===== src/pin_function_select_pkg.sv =====
// Constants for the pin function select bank: register map, reset values and field layout.
// Assumes an APB master with 32-bit data that reaches the bank at one of two base addresses.
// What this block does
// RL1 - Each select register is sixteen bits wide and holds eight two-bit mode fields, pin n at bits 2n+1:2n.
// RL2 - For ports A and B and most port D pins, 00 picks the peripheral, 01 drives out, 10 inputs with pull-up, 11 inputs bare.
// RL3 - Port C uses the same four codes and every port C field comes out of power-on reset as 10.
// RL4 - On port D pins 4 and 6 the code 01 is reserved and never turns the output driver on; both fields reset to 10.
// RL5 - Only power-on reset loads the registers; manual reset, standby and sleep leave them alone.
// RL6 - Ports A and B come out of power-on reset as all zeros, so every pin starts on its peripheral.
// RL7 - Port D comes out of power-on reset with pin 2 on its peripheral and every other pin a pulled-up input.
// RL8 - The reset value of ports E to H follows the debug strap: low during power-on reset is debug, high is normal.
// RL9 - Ports E, F and G reset to their normal value or their debug value as the strap chose.
// RL10 - Port H resets to its normal value or its debug value as the strap chose.
// RL11 - Ports J, K and L clear to zero and the serial port select register takes its own default at power-on reset.
// RL12 - The twelve registers sit in consecutive slots from the base address and answer at the alternate base too.
// RL13 - Software must reach the bank over an uncached path, since it lives in physical area one.
// RL14 - Each mode field steers its pin's multiplexer and pull-up, and a read returns the last written or reset value.
package pin_function_select_pkg;

  localparam int unsigned NUM_REGS = 12;
  localparam int unsigned PINS_PER_PORT = 8;
  localparam int unsigned NUM_PINS = NUM_REGS * PINS_PER_PORT;
  localparam int unsigned REG_WIDTH = 16;

  // The native map steps by two bytes; on APB each register takes one word at base plus four times its index.
  localparam logic [31:0] BASE_ADDR = 32'h04000100;
  localparam logic [31:0] ALT_BASE_ADDR = 32'ha4000100;
  localparam logic [31:0] PRINTED_STRIDE = 32'h00000002;
  localparam logic [NUM_REGS-1:0][31:0] PRINTED_ADDR = {
    32'h04000116, 32'h04000114, 32'h04000112, 32'h04000110,
    32'h0400010e, 32'h0400010c, 32'h0400010a, 32'h04000108,
    32'h04000106, 32'h04000104, 32'h04000102, 32'h04000100};

  // Register indexes, in map order.
  localparam logic [3:0] IDX_PORT_A = 4'h0;
  localparam logic [3:0] IDX_PORT_B = 4'h1;
  localparam logic [3:0] IDX_PORT_C = 4'h2;
  localparam logic [3:0] IDX_PORT_D = 4'h3;
  localparam logic [3:0] IDX_PORT_E = 4'h4;
  localparam logic [3:0] IDX_PORT_F = 4'h5;
  localparam logic [3:0] IDX_PORT_G = 4'h6;
  localparam logic [3:0] IDX_PORT_H = 4'h7;
  localparam logic [3:0] IDX_PORT_J = 4'h8;
  localparam logic [3:0] IDX_PORT_K = 4'h9;
  localparam logic [3:0] IDX_PORT_L = 4'ha;
  localparam logic [3:0] IDX_SERIAL = 4'hb;

  // Window decode: paddr bits from this one upward must match a base.
  localparam int unsigned WINDOW_LSB = 6;

  // Mode field codes.
  localparam logic [1:0] MODE_ALT = 2'h0;
  localparam logic [1:0] MODE_OUTPUT = 2'h1;
  localparam logic [1:0] MODE_INPUT_PULLUP = 2'h2;
  localparam logic [1:0] MODE_INPUT_BARE = 2'h3;

  // Pins whose output code is reserved and must not drive.
  localparam logic [7:0] PORT_D_RESERVED_OUT = 8'h50;
  localparam logic [7:0] NO_RESERVED_OUT = 8'h00;

  // Power-on values with the strap high (normal) and low (debug).
  localparam logic [NUM_REGS-1:0][15:0] RESET_NORMAL = {
    16'ha888, 16'h0000, 16'h0000, 16'h0000,
    16'haaaa, 16'haaaa, 16'haaaa, 16'haaaa,
    16'haa8a, 16'haaaa, 16'h0000, 16'h0000};
  localparam logic [NUM_REGS-1:0][15:0] RESET_DEBUG = {
    16'ha888, 16'h0000, 16'h0000, 16'h0000,
    16'h8aaa, 16'ha200, 16'h00aa, 16'h2aa8,
    16'haa8a, 16'haaaa, 16'h0000, 16'h0000};

endpackage


===== src/pin_function_select_bank.sv =====
// Twelve pin function select registers behind an APB slave, with per-pin steering outputs.
// Assumes rst is the power-on reset only and that the debug strap is stable while it is held.
//
// Added by the designer: register access over APB.
`timescale 1ns/100ps
module pin_function_select_bank (
  input wire logic clock,
  input wire logic rst,
  input wire logic debugModeStrapN,
  input wire logic psel,
  input wire logic penable,
  input wire logic pwrite,
  input wire logic [31:0] paddr,
  input wire logic [31:0] pwdata,
  input wire logic [3:0] pstrb,
  output logic [31:0] prdata,
  output logic pready,
  output logic pslverr,
  output logic [pin_function_select_pkg::NUM_PINS-1:0] altFunctionSelect,
  output logic [pin_function_select_pkg::NUM_PINS-1:0] portOutputEnable,
  output logic [pin_function_select_pkg::NUM_PINS-1:0] pullUpEnable
);
  import pin_function_select_pkg::*;

  typedef struct packed {
    logic [NUM_REGS-1:0][15:0] fieldReg;
    logic [31:0] readData;
    logic ready;
    logic slaveError;
    logic [NUM_PINS-1:0] altSel;
    logic [NUM_PINS-1:0] drive;
    logic [NUM_PINS-1:0] pull;
  } state_type;

  state_type s_q;
  state_type s_d;

  logic [NUM_PINS-1:0] decAlt;
  logic [NUM_PINS-1:0] decDrive;
  logic [NUM_PINS-1:0] decPull;
  logic windowHit;
  logic [3:0] regIdx;
  logic regHit;
  logic accessPhase;

  // Both bases alias the same storage, so cached and uncached views never diverge.
  assign windowHit = (paddr[31:WINDOW_LSB] == BASE_ADDR[31:WINDOW_LSB]) ||
                     (paddr[31:WINDOW_LSB] == ALT_BASE_ADDR[31:WINDOW_LSB]); // [RL12]
  assign regIdx = paddr[WINDOW_LSB-1:2];
  assign regHit = windowHit && (regIdx < 4'(NUM_REGS)) && (paddr[1:0] == 2'h0); // [RL12]
  assign accessPhase = psel && penable;

  // Decoding the stored fields costs one clock of lag but keeps every pin output on a flop.
  for (genvar p = 0; p < NUM_REGS; p++) begin : gPort
    pin_mode_decode #(
      .PINS(PINS_PER_PORT),
      .RESERVED_OUT((p == IDX_PORT_D) ? PORT_D_RESERVED_OUT : NO_RESERVED_OUT)
    ) uDecode (
      .modeField(s_q.fieldReg[p]),
      .altSelect(decAlt[p*PINS_PER_PORT +: PINS_PER_PORT]),
      .driveEnable(decDrive[p*PINS_PER_PORT +: PINS_PER_PORT]),
      .pullUpEnable(decPull[p*PINS_PER_PORT +: PINS_PER_PORT])
    ); // [RL14]
  end

  always_comb begin
    s_d = s_q;
    s_d.altSel = decAlt; // [RL14]
    s_d.drive = decDrive;
    s_d.pull = decPull;
    // One wait state: the answer is prepared in the first access cycle.
    s_d.ready = accessPhase && !s_q.ready;
    if (accessPhase && !s_q.ready) begin
      s_d.slaveError = !regHit;
      if (!pwrite && regHit) begin
        s_d.readData = {16'h0000, s_q.fieldReg[regIdx]}; // [RL14]
      end else begin
        s_d.readData = 32'h00000000;
      end
    end
    if (accessPhase && s_q.ready && pwrite && regHit) begin
      if (pstrb[0]) begin
        s_d.fieldReg[regIdx][7:0] = pwdata[7:0]; // [RL1]
      end
      if (pstrb[1]) begin
        s_d.fieldReg[regIdx][15:8] = pwdata[15:8]; // [RL1]
      end
    end
    // No manual reset or low-power input exists here, so nothing else can touch the fields.
    if (rst) begin
      if (!debugModeStrapN) begin
        s_d.fieldReg = RESET_DEBUG; // [RL5] [RL8] [RL9] [RL10]
      end else begin
        s_d.fieldReg = RESET_NORMAL; // [RL3] [RL6] [RL7] [RL11]
      end
      s_d.readData = 32'h00000000;
      s_d.ready = 1'b0;
      s_d.slaveError = 1'b0;
    end
  end

  always_ff @(posedge clock) begin
    s_q <= s_d;
  end

  assign prdata = s_q.readData;
  assign pready = s_q.ready;
  assign pslverr = s_q.slaveError;
  assign altFunctionSelect = s_q.altSel;
  assign portOutputEnable = s_q.drive;
  assign pullUpEnable = s_q.pull;
endmodule // pin_function_select_bank


===== src/pin_mode_decode.sv =====
// Decoder from one port's packed mode fields to per-pin steering signals.
// Assumes the fields arrive from stored register bits; the decoder itself holds no state.
`timescale 1ns/100ps
module pin_mode_decode #(
  parameter int unsigned PINS = 8,
  parameter logic [7:0] RESERVED_OUT = 8'h00
) (
  input wire logic [2*PINS-1:0] modeField,
  output logic [PINS-1:0] altSelect,
  output logic [PINS-1:0] driveEnable,
  output logic [PINS-1:0] pullUpEnable
);
  import pin_function_select_pkg::*;

  if (PINS < 1 || PINS > 8) begin : gBadPins
    $error("pin_mode_decode supports one to eight pins per port");
  end

  for (genvar n = 0; n < PINS; n++) begin : gPin
    logic [1:0] code;
    assign code = modeField[2*n+1:2*n]; // [RL1]
    assign altSelect[n] = (code == MODE_ALT); // [RL2] [RL14]
    // A reserved output code leaves the pin floating as an input rather than guess a drive.
    assign driveEnable[n] = (code == MODE_OUTPUT) && !RESERVED_OUT[n]; // [RL4]
    assign pullUpEnable[n] = (code == MODE_INPUT_PULLUP); // [RL2] [RL3]
  end

endmodule // pin_mode_decode


===== config.mk =====
export PLATFORM = sky130hd
export DESIGN_NAME = pin_function_select_bank
export DESIGN_NICKNAME = d
export VERILOG_FILES = /design/src/pin_function_select_pkg.sv /design/src/pin_function_select_bank.sv /design/src/pin_mode_decode.sv
export SDC_FILE = /design/constraint.sdc
export NUM_CORES = 1
export LEC_CHECK = 0
export ABC_AREA = 1
export BUFFER_PORTS_ARGS = -buffer_cell sky130_fd_sc_hd__buf_2
export CAP_MARGIN = 10
export CORE_MARGIN = 2
export CORE_UTILIZATION = 58
export CTS_BUF_LIST = sky130_fd_sc_hd__clkbuf_2 sky130_fd_sc_hd__clkbuf_4 sky130_fd_sc_hd__clkbuf_8
export DETAILED_ROUTE_END_ITERATION = 6
export GPL_TIMING_DRIVEN = 0
export PLACE_DENSITY_LB_ADDON = 0.08
export SETUP_SLACK_MARGIN = 0.15
export SLEW_MARGIN = 20
export SYNTH_ARGS = -nofsm -noshare
export SYNTH_HDL_FRONTEND = slang
export SYNTH_HIERARCHICAL = 1
export SYNTH_SLANG_ARGS = --single-unit

===== constraint.sdc =====
create_clock -name clock -period 7.26 [get_ports clock]
set_input_delay 1.452 -clock clock [delete_from_list [all_inputs] [get_ports clock]]
set_output_delay 1.452 -clock clock [all_outputs]
set_load 0.01 [all_outputs]

* Word-level counts from Yosys, hierarchy flattened *
Index checks and enable logic that the tools add are counted.

operators by class
  $lt $le $gt $ge = 3
  equal/unequal tests = 192
  muxes and demuxes = 17
  reductions and logical operators = 111

operators by type and width
  cell                                                   count
  2-to-1 mux 192 bit                                     4
  bitwise mux 192 bit                                    2
  2-to-1 mux 226 bit                                     1
  zero test 2 bit                                        97
  equality test 2 bit, second input constant             96
  equality test 2 x 1 -> 1 bit, second input constant    94
  demux 16 bit (select 4 bit)                            2
  2-to-1 mux 126 bit                                     1
  binary-select mux 16 bit (select 4 bit)                1
  2-to-1 mux 16 bit                                      3
  2-to-1 mux 32 bit                                      1
  equality test 26 x 21 -> 1 bit, second input constant  1
  equality test 26 bit, second input constant            1
  logical AND 1 bit                                      9
  2-to-1 mux 8 bit                                       1
  < comparator 4 x 5 -> 1 bit, second input constant     1
  >= comparator 4 x 1 -> 1 bit, second input constant    1
  < comparator 4 bit, second input constant              1
  zero test 1 bit                                        3
  nonzero test 2 bit                                     1
  logical OR 1 bit                                       1
  2-to-1 mux 1 bit                                       1

word-level totals
  bits in registers = 512
  input bits = 74
  output and inout port bits = 322
  logic and storage cells = 341

* Logic depth before layout (Yosys ltp) *
Gate-level depths: netlist (run 1).

  depth in word-level cells = 11
  mapped depth = 12
  depth with buffers taken out = 11

* Hierarchy *
Netlist (run 1), hierarchy kept.

by module, submodules not included
  module                                   times used  cells each  area an instance (um2)  seq. area each (um2)
  pin_function_select_bank                 1           2111        19914.1                 11891.4
  pin_mode_decode at gPort[0].uDecode ...  11          40          150.1                   0.0
  pin_mode_decode at gPort[3].uDecode      1           39          153.9                   0.0

* Least setup slack after synthesis (run 1) *
No wires, ideal clock.

  kind = input to register
  start point = in paddr[21]
  end point = reg s_q[322] in the netlist's numbering, enable pin
  library setup time = 0.532 ns
  arrival time = 5.517 ns
  required time = 6.728 ns
  setup slack = 1.211 ns
  stages = 7
  path buffers = 0
  cell sequence = nor2_1 > nand2_1 > nor2_1 > nand2_1 > nor2_1 > a21oi_1 > inv_1

on the way
  longest elaborated chain between the ends = 6
  elaborated cells on any way between the ends = 7
  classes of those cells = 2 x eq/ne; 5 x reduce/logical

RTL lines
  element                                                                        line                                                            source
  start: declaration                                                             pin_function_select_bank.sv:13                                  input wire logic [31:0] paddr,
  equality test 26 x 21 -> 1 bit / equality test 26 bit (equally long branches)  pin_function_select_bank.sv:47, pin_function_select_bank.sv:48
  logical OR 1 bit *                                                             pin_function_select_bank.sv:47                                  assign windowHit = (paddr[31:WINDOW_LSB] == BASE_ADDR[31:WINDOW_LSB]) ||
  logical AND 1 bit * (2 in series)                                              pin_function_select_bank.sv:50                                  assign regHit = windowHit && (regIdx < 4'(NUM_REGS)) && (paddr[1:0] == 2'h0);
  logical AND 1 bit *                                                            pin_function_select_bank.sv:81                                  if (accessPhase && s_q.ready && pwrite && regHit) begin
  nonzero test 2 bit (no source line) *                                          -
  end signal: assignment                                                         pin_function_select_bank.sv:103                                 s_q <= s_d;
  end: declaration                                                               pin_function_select_bank.sv:35                                  state_type s_q;

Mark *: on every way between the ends. The rest lies on a longest branch, timed or not.
A chain may end at the register's enable or synchronous reset.

* Final worst setup path (run 1) *
  start point = in paddr[5]
  end point = reg s_q[464] in the netlist's numbering, enable pin

on the way
  longest elaborated chain between the ends = 5

RTL lines
  element                              line
  < comparator 4 bit                   pin_function_select_bank.sv:50
  logical AND 1 bit (2 in series)      pin_function_select_bank.sv:50
  logical AND 1 bit                    pin_function_select_bank.sv:81
  nonzero test 2 bit (no source line)  -

No other way between the ends.

==> metrics.csv, run 1 <==
metric,value,unit
Core ar.,0.0368,mm2
Final Hold Viols,0,
vias in the first global route,16900,
"commonest non-fill, non-tap cell in the layout",nor2_1,
skew final,26.3,ps
Die ar.,0.0390,mm2
pwr dens,245,mW/mm2
Slew @ Worst Pin,1030,ps
distinct cell type count of the synthesized netlist,26,
warnings from Yosys,6,
Internal,4.76,mW
final RePlAce weighted congestion,0.942,
Antenna Nets Post-Route,0,
Max Freq,0.289,GHz
"top cells by area, synth","dfxtp_1 28%, edfxtp_1 27%, buf_4 11%, nor2_1 8.0%, nand2_1 7.2%",
static leakage,13.2,nW
Starting Density,0.590,
DRC viols,0,
area growth from synthesis to layout,19.3,%
Via density,5.02,
HP Class,flip-flop to flip-flop,
Buffers on Ports,359,
WL/cell,17.2,um
hold-fix buffer count after cts,0,
hold depth,1,
layout net count,3122,
relative slew slack,0.313,
Syn Area/Cell,8.39,um2
Yosys reg bits,498,
WS Path Type,input port to flip-flop,
Pre-antenna DRT Iters,6,
Mapped Cells,2590,
post-synth top area share,0.282,
largest net degree at the start of global routing,98,
num ports,396,
Die Span X,198,um
final setup vio count,0,
GR Util All Layers,0.312,
maximum VDD drop,172,uV
register area share after synthesis,0.547,
initial antenna violation count,9,
Sw Pwr,1.60,mW
Post-CTS Setup Bufs,0,
Iter 0 DRT Violations,1868,
CTS tree,yes,
most frequent cells in the layout,"462 x nor2_1, 417 x nand2_1, 383 x buf_2, 340 x inv_1, 328 x buf_4",
final WL,61.5,mm
clock power share,0.395,
CTS Buffer Depth,3,
gr ovfl total,0,
DR vias,18000,
fin worst setup slack,3800,ps
max-cap violations,0,
Worst Path Required,7530,ps
CTS Buf Count,80,
dpl ws,3190,ps
DP Wirelength,45.3,mm
startpoint types,input port,
Critical Path AT,3730,ps
share of cells above drive strength 1,0.291,
cells on worst reg2reg path,5,
total power,6.36,mW
placed cell area,0.0242,mm2
Critical Path Fanout Max,97,
# rows,70,
insertion delay to the later sink of the worst-skew pair,650,ps
Die Span Y,198,um
sequential power share,0.500,
Root Driver,clkbuf_8,
Logic pwr share,0.105,
post-cts sizing count,0,
switching share of power,0.252,
global-route wire length before repair,91.7,mm
Post-Syn Area,0.0217,mm2
clock slew at reported path FFs,60,ps
"area leader, netlist",dfxtp_1,
H-tree Lvls,3,
status,"complete, no violations",
final worst path period need,3460,ps
Clock Sinks,498,
final period utilization,0.476,
RSZ-0062 raised after global routing,no,
Final Max Slew Viols,0,
CP endpoint kind,flip-flop,
fin area,0.0259,mm2
stage by stage:
step                      instances  hold WS (ps)  setup TNS [ps]   util
after floorplan                2606           428               0      -
after global placement         3433           446         -154840  0.657
after detailed placement       3434           457               0  0.658
after CTS                      3580           462               0  0.704
after global routing           3583           477               0  0.704
final                          3585           463               0  0.704
Yosys cell counts, drive strengths merged:
cell type and count:
inv 361, nand4 1, dfxtp 306, o31ai 3
nor2 473, conb 2, buf 362, o21ai 221
o211ai 5, nand2 429, a21oi 144, clkbuf 49
nand3 42, edfxtp 192
path summary, 6_finish.rpt:
kind	from	slack, ps	end
worst max register to register	pready$_SDFF_PP0_	4970	s_q[464]$_SDFFCE_PP0P_
worst max-delay path	paddr[5]	3800	s_q[464]$_SDFFCE_PP0P_
worst min-delay path	s_q[378]$_SDFFCE_PP0P_	460	pullUpEnable[28]$_DFF_P_
worst min register to register	s_q[378]$_SDFFCE_PP0P_	460	pullUpEnable[28]$_DFF_P_
final cells by class:
type / count / area, um2
clock buffer: 128 / 1570
clock inverter: 18 / 119
timing repair buffer: 360 / 1820
sequential: 498 / 11900
antenna: 5 / 12.5
tap: 468 / 586
multi-input combinational: 1336 / 5690
inverter: 361 / 1360
fill: 2981 / 10900
buffer: 411 / 2850
critical path, stage by stage:
cell	delay [ps]
buf_2	140
nand2_1	140
nand2_1	80
nor2_1	100
nand2_1	70
nor2_1	420
a21oi_1	260
inv_8	520
buf_16	410
per-layer routing:
| metal | GRT usage | wire (um) | share of wire | vias up |
|---|---|---|---|---|
| met5 | 0 | 44 | 0.00071 | - |
| met4 | 0.145 | 2300 | 0.037 | 6 |
| met3 | 0.0729 | 6170 | 0.10 | 160 |
| met2 | 0.508 | 28700 | 0.47 | 948 |
| met1 | 0.395 | 24300 | 0.40 | 8243 |
| li1 | - | - | - | 8628 |
kinds of logic (layout without fill, tap and decap cells):
group | after synthesis | after routing | synth area share
AO/OA/AOI/OAI | 373 | 373 | 0.0874
buffers and inverters | 772 | 1278 | 0.193
other | 2 | 23 | 0.000346
flip-flops | 498 | 498 | 0.547
AND/OR/NAND/NOR | 945 | 945 | 0.171
power by group through the flow:
stage / combinational [mW] / sequential [mW] / clock (mW)
after global routing: 0.729 / 3.19 / 2.67
after detailed placement: 0.661 / 3.23 / 0
after floorplan: 0.434 / 3.20 / 0
after CTS: 0.664 / 3.17 / 2.54
after global placement: 0.645 / 3.24 / 0
final: 0.668 / 3.18 / 2.51
flip-flops by register name, indices dropped and copies added (netlist names):
register	flops
altFunctionSelect	96
prdata	16
s_q	192
pullUpEnable	96
portOutputEnable	96
pslverr	1
pready	1
Note: power is estimated with default switching activity, not from simulation.
==> run 2, diff against run 1 <==
- clock period: 7.26 -> 3.4 ns (I/O delays scaled with it)
==> run 2 against run 1 <==
Net effect: clock power up 120%; register-to-register slack worse by 3900 ps; final area is 0.53% higher; sequential power increased by 110%; hold slack worse by 24 ps; setup slack worse by 3000 ps; die area stayed put; combinational power is 120% higher.
==> metrics.csv, run 2 (synthesis gave the netlist of run 1 again) <==
metric,value,unit
status,"complete, no violations",
HP Class,input port to flip-flop,
Internal,10.3,mW
CTS Buffer Depth,3,
Die Span X,198,um
cells on worst reg2reg path,7,
Post-CTS Setup Bufs,0,
area growth from synthesis to layout,19.9,%
CP max stage delay,400,ps
Starting Density,0.590,
Post-Layout Cell Count,3589,
global-route wire length before repair,91.1,mm
largest net degree at the start of global routing,35,
Final Hold Viols,0,
Hold WS,438,ps
share of cells above drive strength 1,0.294,
Core ar.,0.0368,mm2
most frequent cells in the layout,"461 x nor2_1, 416 x nand2_1, 383 x buf_2, 338 x inv_1, 328 x buf_4",
CP startpoint,paddr[5],
clock slew at reported path FFs,60,ps
pwr dens,527,mW/mm2
layout net count,3125,
CTS Buf Count,79,
maximum VDD drop,338,uV
CTS tree,yes,
DP Wirelength,45.2,mm
CP endpoint kind,flip-flop,
Critical Path Fanout Max,34,
DRC viols,0,
dpl ws,212,ps
Pre-antenna DRT Iters,7,
switching share of power,0.249,
insertion delay to the later sink of the worst-skew pair,650,ps
hold-fix buffer count after cts,0,
total power,13.7,mW
Max Freq,0.388,GHz
crit path capture,s_q[459]$_SDFFCE_PP0P_,
fin worst setup slack,825,ps
crit-path cells,buf_2 > nand2_1 > nand2_1 > nor2_1 > nand2_1 > nor2_2 > a21oi_2 > clkinvlp_4 > buf_12 > buf_12 > buf_12,
"Most flops, register",s_q,
met1 Track Usage GR,0.395,
Die Span Y,198,um
placed cell count,3438,
Clock Sinks,498,
final period utilization,0.757,
startpoint types,input port,
H-tree Lvls,3,
Slew @ Worst Pin,1090,ps
Logic pwr share,0.105,
RSZ-0062 raised after global routing,no,
Die ar.,0.0390,mm2
gr ovfl total,0,
GR Util All Layers,0.310,
Critical Path Slowest Stage Cell,clkinvlp_4,
static leakage,13.3,nW
max-cap violations,0,
final setup vio count,0,
clock power share,0.401,
flop2flop setup slack,1100,ps
DR vias,17900,
# rows,70,
"commonest non-fill, non-tap cell in the layout",nor2_1,
final WL,61.1,mm
sequential power share,0.494,
Root Driver,clkbuf_8,
initial antenna violation count,6,
Iter 0 DRT Violations,1785,
skew final,23.3,ps
Antenna Nets Post-Route,0,
number of flip-flops in the largest register,192,
Worst Path Required,3730,ps
final worst path period need,2570,ps
Buffers on Ports,359,
Critical Path AT,2910,ps
final RePlAce weighted congestion,0.953,
GR met2 Demand/Resource,0.506,
Worst R2R Start,pready$_SDFF_PP0_,
post-cts sizing count,0,
relative slew slack,0.275,
num ports,396,
vias in the first global route,16700,
WS Path Type,input port to flip-flop,
Via density,5.00,
grt peak-use layer,met2,
Final Max Slew Viols,0,
WL/cell,17.0,um
Sw Pwr,3.41,mW
capturing point of the worst reg2reg path,s_q[459]$_SDFFCE_PP0P_,
met3 Usage GRT,0.0787,
[run 2: worst min-delay path by stage]
stage                                       from                             to  cells after the start
final                            debugModeStrapN             s_q[387]$_DFFE_PP_                      3
after global routing                   pwdata[2]         s_q[324]$_SDFFCE_PP0P_                      3
after CTS                        debugModeStrapN             s_q[387]$_DFFE_PP_                      3
after detailed placement  s_q[378]$_SDFFCE_PP0P_       pullUpEnable[28]$_DFF_P_                      1
after global placement    s_q[378]$_SDFFCE_PP0P_  altFunctionSelect[28]$_DFF_P_                      1
after floorplan           s_q[378]$_SDFFCE_PP0P_  altFunctionSelect[28]$_DFF_P_                      1
[run 2: per-layer routing]
metal,vias to the layer above,wire length (um)
met4,6,1910
met1,8213,24000
met3,132,6670
met5,-,41
li1,8635,-
met2,961,28500
[run 2: worst max-delay path: cells and delay by family]
family / cells / cell delay, ps
AND/OR/NAND/NOR: 5 / 710
AO/OA/AOI/OAI: 1 / 120
buffers and inverters: 5 / 1310
[run 2: stage by stage]
step	util	TNS, ps	area (um2)
finish	0.708	0	26000
global route	0.708	0	26000
CTS	0.707	0	26000
detailed placement	0.660	0	24300
global placement	0.657	-445830	24200
floorplan	-	-145160	21800
[run 2: layout make-up]
cell class / instances / area (um2)
multi-input combinational: 1336 / 5700
fill: 3069 / 10700
tap: 468 / 586
buffer: 411 / 2850
antenna: 6 / 15.0
timing repair buffer: 364 / 1900
inverter: 361 / 1370
sequential: 498 / 11900
clock inverter: 14 / 126
clock buffer: 131 / 1620
[run 2: power groups by stage]
stage                     combinational, mW  sequential, mW  clock (mW)
after floorplan                       0.929            6.82           0
after global placement                 1.38            6.91           0
after detailed placement               1.42            6.90           0
after CTS                              1.43            6.78        5.56
after global routing                   1.57            6.81        5.80
final                                  1.44            6.78        5.50
==> run 3, diff against run 2 <==
- ABC_AREA: 1 -> 0
- clock period: 3.4 -> 2.4 ns (I/O delays scaled with it)
==> run 3 against run 2 <==
Net effect: combinational power rose by 40%; die area is 1.1% lower; final cell count down 20%; hold slack worse by 240 ps; area after synthesis fell by 1.1%; register-to-register slack got worse by 810 ps; sequential share of layout area grew 0.16 points; highest routed layer unchanged.
==> metrics.csv, run 3 <==
metric,value,unit
status,"complete, no violations",
Antenna Nets Post-Route,0,
distinct cell type count of the synthesized netlist,55,
met3 Usage GRT,0.0705,
CTS Buffer Depth,3,
CP max stage delay,360,ps
WS Path Type,input port to flip-flop,
final WL,57.6,mm
Post-synth EDFFs,192,
hold-fix buffer count after cts,0,
Max Freq,0.468,GHz
crit-path cells,buf_2 > nor4_2 > nand4_1 > buf_4 > o31ai_4 > buf_4 > buf_8 > buf_6 > buf_8 > buf_8,
GR Util All Layers,0.295,
initial antenna violation count,9,
DRC viols,0,
Yosys reg bits,498,
dpl ws,-934,ps
grt peak-use layer,met2,
register area share after synthesis,0.553,
"commonest non-fill, non-tap cell in the layout",buf_2,
WL/cell,20.0,um
Critical Path AT,2470,ps
final period utilization,0.890,
Syn Area/Cell,11.4,um2
placed cell count,2733,
# rows,70,
Mapped Cells,1878,
DR vias,15300,
CP endpoint kind,flip-flop,
vias in the first global route,14700,
Iter 0 DRT Violations,1730,
Critical Path Slowest Stage Cell,nor4_2,
final setup vio count,0,
Die Span X,196,um
max-cap violations,0,
CTS Buf Count,79,
Root Driver,clkbuf_8,
Post-Syn Area,0.0215,mm2
Buffers on Ports,358,
relative slew slack,0.379,
CTS tree,yes,
insertion delay to the later sink of the worst-skew pair,640,ps
num ports,396,
"Most flops, register",s_q,
area growth from synthesis to layout,20.8,%
most instantiated cells after synthesis,"328 x buf_4, 306 x dfxtp_1, 192 x edfxtp_1",
warnings from Yosys,6,
Pre-antenna DRT Iters,6,
Post-synth top flop,dfxtp_1,
fill cell count,2726,
pwr dens,745,mW/mm2
Final Util,0.710,
"top cells by area, synth","dfxtp_1 29%, edfxtp_1 27%, buf_4 11%, and2b_2 7.7%, mux2i_1 5.5%",
Final Max Slew Viols,0,
met1 Track Usage GR,0.395,
Final Hold Viols,0,
Critical Path Fanout Max,15,
number of flip-flops in the largest register,192,
fin worst setup slack,265,ps
clock slew at reported path FFs,60,ps
share of cells above drive strength 1,0.461,
static leakage,12.3,nW
most frequent cells in the layout,"377 x buf_2, 337 x buf_4, 306 x dfxtp_1, 192 x edfxtp_1, 188 x and2b_2",
final worst path period need,2130,ps
maximum VDD drop,444,uV
most common cell in the netlist,buf_4,
Clock Sinks,498,
post-synth top area share,0.285,
CP top delay family,buffers and inverters,
skew final,28.2,ps
layout net count,2429,
H-tree Lvls,3,
HP Class,input port to flip-flop,
Slew @ Worst Pin,931,ps
Die ar.,0.0386,mm2
Buffers & Inverters on Critical Path,7,
Most common cell on crit path,buf_8,
ys async rst share,0,
GR met2 Demand/Resource,0.461,
final RePlAce weighted congestion,0.884,
DP Wirelength,42.1,mm
Via density,5.29,
startpoint types,input port,
global-route wire length before repair,85.6,mm
Post-Layout Cell Count,2887,
gr ovfl total,0,
Die Span Y,196,um
Core ar.,0.0365,mm2
"area leader, netlist",dfxtp_1,
Worst Path Required,2740,ps
Starting Density,0.588,
largest net degree at the start of global routing,17,
RSZ-0062 raised after global routing,no,
==> run 3: metal layers <==
metal	share of wire	vias up
li1	-	7021
met1	0.40	7183
met2	0.46	917
met3	0.10	135
met4	0.034	6
met5	0.00059	-
==> run 3: timing repair <==
action / CTS / global route
buffers inserted: 9 / 0
pin swaps: 2 / 0
setup endpoints to repair: 124 / 34
resized for setup: 0 / 4
==> run 3: cell type report <==
class	count	area (um2)	area share
Multi-Input combinational cell	983	6820	0.263
Buffer	410	2880	0.111
Clock inverter	10	100	0.00386
Clock buffer	129	1610	0.0622
Tap cell	468	586	0.0226
Inverter	3	11.3	0.000434
Antenna cell	6	15.0	0.000579
Timing Repair Buffer	380	2030	0.0783
Sequential cell	498	11900	0.458
==> run 3: path summary, 6_finish.rpt <==
path | depth (start not counted) | to | from | slack [ps]
hold / removal | 3 | s_q[375]$_SDFFCE_PP0P_ | pwdata[5] | 190
hold reg to reg | 2 | prdata[0]$_SDFFE_PP0P_ | prdata[0]$_SDFFE_PP0P_ | 450
setup / recovery | 10 | s_q[508]$_SDFFCE_PP0P_ | paddr[28] | 270
setup reg to reg | 7 | s_q[508]$_SDFFCE_PP0P_ | pready$_SDFF_PP0_ | 290
==> run 3: logic make-up (layout without fill, tap and decap cells) <==
group	count (synthesis)	after routing	share of synthesized area
compound gates	172	172	0.0448
xor+xnor	1	1	0.000408
flops	498	498	0.553
buf+inv	413	932	0.134
mux	166	166	0.100
simple gates	626	626	0.167
other cells	2	24	0.000350
==> run 3: where the power goes <==
| group | leakage, nW | internal (mW) | switching (mW) | total (mW) |
|---|---|---|---|---|
| combinational | 6.94 | 1.01 | 1.01 | 2.01 |
| sequential | 4.39 | 9.25 | 0.335 | 9.59 |
| clock | 0.920 | 4.44 | 3.29 | 7.74 |
==> run 3: metrics by stage <==
| step | TNS, ps | total power, mW | instance area (um2) | hold WS, ps |
|---|---|---|---|---|
| finish | 0 | 19.3 | 25900 | 194 |
| global route | 0 | 20.0 | 25900 | 232 |
| CTS | 0 | 19.4 | 25900 | 187 |
| detailed placement | -113930 | 11.7 | 24100 | 442 |
| global placement | -1104780 | 11.7 | 24000 | 437 |
| floorplan | -680080 | 11.0 | 21600 | 426 |
==> run 3: worst min-delay path: stages <==
cell	delay [ps]
buf_2	100
mux2i_1	60
nor2_1	80
